==> src/tmr2_cfg.svh <==
// constants and the plain-words list for the timer-two control logic
// How it works
// - overflow sets the overflow flag only when both serial clock selects are zero
// - hardware never clears the overflow flag; software writes zero
// - trigger-caused capture or reload sets the external event flag; software clears it
// - select bit zero counts the internal clock tick
// - select bit one counts falling edges of the count input pin
// - control register resets to zero; single bits can be set, cleared, tested
// - counting happens only while run is one; two bytes cascade to 16 bits
// - serial selects and capture select together choose the operating mode
// - auto-reload overflow from ffff loads the reload pair into the count
`ifndef TMR2_CFG_SVH
`define TMR2_CFG_SVH
`define TMR2_ADDR_CTRL 12'hc8
`define TMR2_ADDR_COUNT 12'hcc
`define TMR2_ADDR_RELOAD 12'hd0
`define TMR2_ADDR_IRQ_STAT 12'hd4
`define TMR2_ADDR_IRQ_MASK 12'hd8
`define TMR2_CTRL_RESET 8'h00
`define TMR2_BIT_OVF 7
`define TMR2_BIT_EXT 6
`define TMR2_BIT_RCLK 5
`define TMR2_BIT_TRANSMIT_CLOCK_SELECT 4
`define TMR2_BIT_EXEN 3
`define TMR2_BIT_RUN 2
`define TMR2_BIT_CT 1
`define TMR2_BIT_CP 0
`define TMR2_COUNT_MAX 16'hffff
`define TMR2_PRESCALE 4'hb
`define TMR2_ERR_SLVERR 1'b1
`endif

==> src/tmr2_pkg.sv <==
// types for the timer-two control logic
package tmr2_pkg;
	typedef struct packed {
		logic overflowFlag;
		logic externalEventFlag;
		logic receiveClockSelect;
		logic transmitClockSelect;
		logic externalTriggerEnable;
		logic runControl;
		logic counterTimerSelect;
		logic captureReloadSelect;
	} tmr2_ctrl_t;
	typedef enum logic [1:0] {TMR2_CAPTURE, TMR2_RELOAD, TMR2_BAUD} tmr2_mode_t;
	typedef struct packed {
		logic receiveBaudTick;
		logic transmitBaudTick;
	} tmr2_baud_t;
endpackage
==> src/tmr2_ctrl.sv <==
// timer-two counter, control register, flags and apb slave
`timescale 1ns/1ps
`default_nettype none
`include "tmr2_cfg.svh"
module tmr2_ctrl (
	input wire logic sys_clk,
	input wire logic sys_rst,
	input wire logic psel,
	input wire logic penable,
	input wire logic pwrite,
	input wire logic [11:0] paddr,
	input wire logic [31:0] pwdata,
	output logic [31:0] prdata,
	output logic pready,
	output logic pslverr,
	input wire logic countInputPin,
	input wire logic triggerPin,
	output tmr2_pkg::tmr2_baud_t baudOut,
	output logic irq
);
	import tmr2_pkg::*;

	tmr2_ctrl_t ctrl_q;
	logic [15:0] count_q;
	logic [15:0] reload_q;
	logic [1:0] irqStat_q;
	logic [1:0] irqMask_q;
	logic [2:0] cntSync_q;
	logic [2:0] trgSync_q;
	logic [3:0] pre_q;
	logic [31:0] prdata_q;
	logic pready_q;
	logic pslverr_q;
	logic irq_q;
	tmr2_baud_t baud_q;

	// pin synchronisers: bit 0 is read only by bit 1
	always_ff @(posedge sys_clk) begin
		if (sys_rst) begin
			cntSync_q <= 3'h0;
			trgSync_q <= 3'h0;
		end else begin
			cntSync_q <= {cntSync_q[1:0], countInputPin};
			trgSync_q <= {trgSync_q[1:0], triggerPin};
		end
	end

	// falling edges seen on the synchronised pins
	wire cntFall = cntSync_q[2] & ~cntSync_q[1];
	wire trgFall = trgSync_q[2] & ~trgSync_q[1];

	// internal tick divides by twelve, like a machine cycle
	wire intTick = (pre_q == `TMR2_PRESCALE);
	always_ff @(posedge sys_clk) begin
		if (sys_rst)
			pre_q <= 4'h0;
		else
			pre_q <= intTick ? 4'h0 : pre_q + 4'h1;
	end

	// mode decode
	wire serialUse = ctrl_q.receiveClockSelect | ctrl_q.transmitClockSelect;
	tmr2_mode_t mode;
	assign mode = serialUse ? TMR2_BAUD :
		(ctrl_q.captureReloadSelect ? TMR2_CAPTURE : TMR2_RELOAD);
	wire srcTick = ctrl_q.counterTimerSelect ? cntFall : intTick;
	wire step = ctrl_q.runControl & srcTick;
	wire wrap = step & (count_q == `TMR2_COUNT_MAX);
	// trigger acts only when enabled and not in baud mode
	wire trigAct = ctrl_q.externalTriggerEnable & trgFall & (mode != TMR2_BAUD);
	wire doCapture = trigAct & (mode == TMR2_CAPTURE);
	wire doReload = (wrap & (mode != TMR2_CAPTURE)) | (trigAct & (mode == TMR2_RELOAD));
	wire ovfSet = wrap & ~serialUse;
	wire extSet = trigAct;

	// apb decode: writes land only on the completing edge, so a held
	// access phase never applies the same write twice
	wire access = psel & penable;
	wire wrEn = access & pwrite & pready_q;
	wire hitCtrl = (paddr == `TMR2_ADDR_CTRL);
	wire hitCount = (paddr == `TMR2_ADDR_COUNT);
	wire hitReload = (paddr == `TMR2_ADDR_RELOAD);
	wire hitStat = (paddr == `TMR2_ADDR_IRQ_STAT);
	wire hitMask = (paddr == `TMR2_ADDR_IRQ_MASK);
	wire hitAny = hitCtrl | hitCount | hitReload | hitStat | hitMask;
	wire [31:0] rdMux = hitCtrl ? {24'h000000, ctrl_q} :
		hitCount ? {16'h0000, count_q} :
		hitReload ? {16'h0000, reload_q} :
		hitStat ? {30'h0, irqStat_q} :
		hitMask ? {30'h0, irqMask_q} : 32'h00000000;

	// control register next value; hardware set beats software clear
	tmr2_ctrl_t ctrlWr;
	assign ctrlWr = (wrEn & hitCtrl) ? tmr2_ctrl_t'(pwdata[7:0]) : ctrl_q;
	tmr2_ctrl_t ctrl_d;
	always_comb begin
		ctrl_d = ctrlWr;
		ctrl_d.overflowFlag = ctrlWr.overflowFlag | ovfSet;
		ctrl_d.externalEventFlag = ctrlWr.externalEventFlag | extSet;
	end

	always_ff @(posedge sys_clk) begin
		if (sys_rst)
			ctrl_q <= tmr2_ctrl_t'(`TMR2_CTRL_RESET);
		else
			ctrl_q <= ctrl_d;
	end

	// counter: reload beats increment, software write beats both
	always_ff @(posedge sys_clk) begin
		if (sys_rst)
			count_q <= 16'h0000;
		else if (wrEn & hitCount)
			count_q <= pwdata[15:0];
		else if (doReload)
			count_q <= reload_q;
		else if (step)
			count_q <= count_q + 16'h0001;
	end

	// reload/capture pair
	always_ff @(posedge sys_clk) begin
		if (sys_rst)
			reload_q <= 16'h0000;
		else if (doCapture)
			reload_q <= count_q;
		else if (wrEn & hitReload)
			reload_q <= pwdata[15:0];
	end

	// interrupt status: write one to clear, new event wins
	wire [1:0] evt = {extSet, ovfSet};
	wire [1:0] statClr = (wrEn & hitStat) ? pwdata[1:0] : 2'h0;
	always_ff @(posedge sys_clk) begin
		if (sys_rst) begin
			irqStat_q <= 2'h0;
			irqMask_q <= 2'h0;
			irq_q <= 1'b0;
		end else begin
			irqStat_q <= (irqStat_q & ~statClr) | evt;
			if (wrEn & hitMask)
				irqMask_q <= pwdata[1:0];
			irq_q <= |(((irqStat_q & ~statClr) | evt) & irqMask_q);
		end
	end

	// baud ticks: overflow routed per serial select
	always_ff @(posedge sys_clk) begin
		if (sys_rst)
			baud_q <= '0;
		else
			baud_q <= '{receiveBaudTick: wrap & ctrl_q.receiveClockSelect,
				transmitBaudTick: wrap & ctrl_q.transmitClockSelect};
	end

	// apb answer registered; pready rises one cycle into access
	always_ff @(posedge sys_clk) begin
		if (sys_rst) begin
			pready_q <= 1'b0;
			prdata_q <= 32'h00000000;
			pslverr_q <= 1'b0;
		end else begin
			pready_q <= access & ~pready_q;
			prdata_q <= rdMux;
			pslverr_q <= access & ~pready_q & ~hitAny & `TMR2_ERR_SLVERR;
		end
	end

	assign prdata = prdata_q;
	assign pready = pready_q;
	assign pslverr = pslverr_q;
	assign irq = irq_q;
	assign baudOut = baud_q;

	// assertions
	a_ovf_gated: assert property (@(posedge sys_clk) disable iff (sys_rst)
		(wrap & serialUse & ~(wrEn & hitCtrl) & ~ctrl_q.overflowFlag) |=> !ctrl_q.overflowFlag)
		else $error("overflow flag set in baud mode");
	a_ovf_sets: assert property (@(posedge sys_clk) disable iff (sys_rst)
		(wrap & ~serialUse) |=> ctrl_q.overflowFlag)
		else $error("overflow flag missed");
	a_ovf_sticky: assert property (@(posedge sys_clk) disable iff (sys_rst)
		(ctrl_q.overflowFlag & ~(wrEn & hitCtrl)) |=> ctrl_q.overflowFlag)
		else $error("overflow flag cleared by hardware");
	a_ext_sets: assert property (@(posedge sys_clk) disable iff (sys_rst)
		trigAct |=> ctrl_q.externalEventFlag)
		else $error("external flag missed");
	a_trig_ignored: assert property (@(posedge sys_clk) disable iff (sys_rst)
		(!ctrl_q.externalTriggerEnable & !step & !(wrEn & (hitCount | hitReload)))
		|=> $stable(reload_q))
		else $error("capture while trigger disabled");
	a_run_hold: assert property (@(posedge sys_clk) disable iff (sys_rst)
		(!ctrl_q.runControl & !trigAct & !(wrEn & hitCount)) |=> $stable(count_q))
		else $error("count moved while stopped");
	a_reload_load: assert property (@(posedge sys_clk) disable iff (sys_rst)
		(wrap & mode == TMR2_RELOAD & !(wrEn & hitCount)) |=> count_q == $past(reload_q))
		else $error("reload not loaded");
	a_ctr_edge: assert property (@(posedge sys_clk) disable iff (sys_rst)
		(ctrl_q.runControl & ctrl_q.counterTimerSelect & !cntFall & !trigAct
		& !(wrEn & hitCount)) |=> $stable(count_q))
		else $error("counter moved without pin edge");
	a_baud_route: assert property (@(posedge sys_clk) disable iff (sys_rst)
		(wrap & ctrl_q.transmitClockSelect) |=> baudOut.transmitBaudTick)
		else $error("transmit baud tick missing");
endmodule
`default_nettype wire

==> config.mk <==
export PLATFORM = sky130hd
export DESIGN_NAME = tmr2_ctrl
export DESIGN_NICKNAME = d
export VERILOG_FILES = /design/src/tmr2_pkg.sv /design/src/tmr2_ctrl.sv
export VERILOG_INCLUDE_DIRS = /design/src
export SDC_FILE = /design/constraint.sdc
export NUM_CORES = 1
export LEC_CHECK = 0
export ABC_AREA = 1
export BUFFER_PORTS_ARGS = -buffer_cell sky130_fd_sc_hd__buf_2
export CORE_MARGIN = 5
export CORE_UTILIZATION = 40
export DETAILED_ROUTE_END_ITERATION = 10
export HOLD_SLACK_MARGIN = 0.12
export PLACE_DENSITY_LB_ADDON = 0.3
export SYNTH_ARGS = -nofsm -noshare
export SYNTH_HDL_FRONTEND = slang
export SYNTH_SLANG_ARGS = --single-unit
export TNS_END_PERCENT = 5
==> constraint.sdc <==
create_clock -name sys_clk -period 2.68 [get_ports sys_clk]
set_input_delay 0 -clock sys_clk [delete_from_list [all_inputs] [get_ports sys_clk]]
set_output_delay 0 -clock sys_clk [all_outputs]
set_load 0.02 [all_outputs]
==> qor.yml <==
routing:
  drt_iter0_drc: 222
  vias: 4076
  wl_per_cell_um: 13.7
  routed_wl_um: 11200
  drcViolationCount: 0
  dr.pass1.iters: 5
  ant_nets: 0
  via_per_inst: 4.99
pwr:
  pwr_density_cell_mw_per_mm2: 451
  leakagePower_nw: 2.25
  peakVddDrop_mv: 0.223
clock_network:
  cts_made_buffers: 9
  tritoncts: "yes"
  clock-sinks: 75
  clkTransAtPathRegs_ns: 0.07
  cts_buffer_depth: 2
  clock_latency_ns: 0.37
  htree_levels: 3
  cts-root-buf: "clkbuf_8"
run_status:
  status: "completed"
worst_setup_path:
  required_ns: 3.00
  critPathLaunchType: "primary input"
  reg2reg_slack_ns: 0.22
  crit_type: "primary input to register"
  timing.rr.start: "count_q[0]$_SDFFE_PP0P_"
  startpoint: "penable"
  end_kind: "register"
  crit_fanout: 17
  crit_arrival_ns: 2.91
sta:
  rsz0062_at_grt: "no"
  slew_viol_final: 0
  skew_ns: 0.00876
  max_freq_mhz: 385
  hold_violations: 0
  finalCritPeriodShare: 0.969
  worst_pin_slew_ns: 0.537
  finalCriticalPeriod_ns: 2.60
  fin_tns_setup_ns: 0
  relSlewSlack: 0.641
  finalSetupViolations: 0
place:
  portBuffers: 55
  dpl.hpwl_um: 7670
  gp_congestion: 0.862
  dp.cells: 768
yosys:
  synth.avg_cell_area_um2: 6.98
  syn_area_mm2: 0.00413
  synth_top_area_frac: 0.363
  ys_warn_count: 0
  ys_types: 41
  syn_inst: 592
  yosys_register_bits: 75
  synth_area_leaders: "dfxtp_1 36%, nand2_1 9.5%, nor2_1 7.2%"
  synth_area_leader_cell: "dfxtp_1"
  synth_seq_area_share: 0.363
layout:
  stdcell_count: 817
  area_delta_synth_final_pct: 20.7
  final_nets: 730
  fin_util: 0.490
  diodes: 0
  layout-drive-gt1-share: 0.194
run:
  cap_violations: 0
grt:
  grt_remaining_overflow: 0
  antenna_found_initial: 0
  grt_max_degree: 33
  track_usage: 0.180
  grt_pass1_wl_um: 18200
  grt_pass1_vias: 3871
floorplan:
  coreArea_mm2: 0.0102
  boundaryPins: 88
  die_area_mm2: 0.0125
  start_util: 0.406
  die_w_um: 112
  die_h_um: 112
  rows: 37
worst_hold_path:
  hold_path.class: "primary input to register"
  min_from: "paddr[3]"
## state kept, by name, indices dropped and copies added, names as in the netlist, 2 cells and up
| register | cells |
|---|---|
| cntSync_q | 3 |
| prdata | 16 |
| pre_q | 4 |
| count_q | 16 |
| reload_q | 16 |
| irqStat_q | 2 |
| ctrl_q | 8 |
| irqMask_q | 2 |
| trgSync_q | 3 |
| baudOut | 2 |
## per-layer routing
metal  GRT usage  wire, um  vias to the layer above
li1            -         -                     2046
met1       0.228      5090                     1892
met2       0.298      5310                      122
met3      0.0304       544                       16
met4      0.0803       243                        0
met5           0         0                        -
## metrics by stage
step / area [um^2] / setup slack, ns / total power, W / hold WS (ns)
after floorplan: 4190 / 1.05 / 0.00124 / 0.107
after global placement: 4440 / 0.699 / 0.00127 / 0.200
after detailed placement: 4440 / 0.652 / 0.00128 / 0.209
after CTS: 4940 / 0.0478 / 0.00227 / 0.128
after global routing: 4990 / 0.000713 / 0.00234 / 0.173
final: 4990 / 0.0844 / 0.00225 / 0.152
## worst max-delay path, stage by stage
cell and delay, ns:
dlygate4sd3_1 0.54, buf_2 0.12, nand2_1 0.04, dlygate4sd3_1 0.61, nor2_4 0.06, nand4_2 0.19, inv_2 0.08, nor2_4 0.38
nand2_1 0.12, nand3_1 0.11, nand2_1 0.05, dlygate4sd3_1 0.56, inv_1 0.05
## cell usage in the layout (no fill, tap or decap), types with 2 or more instances in the layout
cell type	count
a211oi_2	4
a21oi_1	28
a31oi_1	4
buf_2	55
buf_4	10
bufinv_16	2
clkbuf_8	10
clkinv_2	2
conb_1	16
dfxtp_1	75
dlygate4sd3_1	29
ha_1	2
inv_1	74
inv_2	11
nand2_1	105
nand2_2	7
nand2_4	2
nand3_1	52
nand3_2	6
nand3_4	2
nand4_1	8
nor2_1	79
nor2_2	5
nor2_4	8
nor3_1	4
nor3b_1	2
o21ai_0	32
o21ai_1	15
o221ai_1	4
o22ai_1	8
xnor2_1	2
xor2_1	6
## final timing paths
check / end / cells past startpoint
setup / recovery: count_q[12]$_SDFFE_PP0P_ / 13
hold / removal: irqMask_q[0]$_SDFFE_PP0P_ / 4
setup reg to reg: count_q[10]$_SDFFE_PP0P_ / 13
hold reg to reg: cntSync_q[1]$_SDFF_PP0_ / 2
## kinds of logic (layout without fill, tap and decap cells)
| kind of cell | after synthesis | after routing | share of synthesized area |
|---|---|---|---|
| fa+ha+maj | 2 | 2 | 0.00605 |
| compound gates | 99 | 99 | 0.139 |
| xor+xnor | 8 | 8 | 0.0170 |
| simple gates | 287 | 287 | 0.340 |
| buf+inv | 120 | 194 | 0.134 |
| other cells | 1 | 16 | 0.000907 |
| flops | 75 | 75 | 0.363 |
## layout make-up
type	count	area, um^2
Tap cell	136	170
Clock buffer	10	138
Sequential cell	75	1500
Multi-Input combinational cell	412	2140
Timing Repair Buffer	94	641
Fill cell	1052	5200
Clock inverter	5	77.6
Inverter	85	319
## cell usage after synthesis (all sizes together)
cell type  number
nor3b           2
dfxtp          75
buf            26
a21oi          28
o21ai          47
o2bb2ai         1
a31oi           4
ha              2
nand4          10
clkbuf          9
o211ai          1
nand3          60
nor3            6
xnor2           2
a211oi          5
conb            1
xor2            6
nand3b          1
nand2         115
o22ai           8
nor2           92
inv            85
o221ai          4
a21boi          1
or2             1
## where the power goes
group / internal (W) / total (W) / switching [W]
sequential: 0.00112 / 0.00113 / 0.00000421
clock: 0.000541 / 0.000969 / 0.000428
combinational: 0.0000625 / 0.000153 / 0.0000901
## repair_timing
item                                   CTS  global route
gates resized for setup                  0             1
setup endpoints to repair                0             2
endpoints found under the hold margin   53             0
hold buffers                            29             0
buffers inserted                         0             5
No activity file was read; power rests on OpenSTA's default activity.
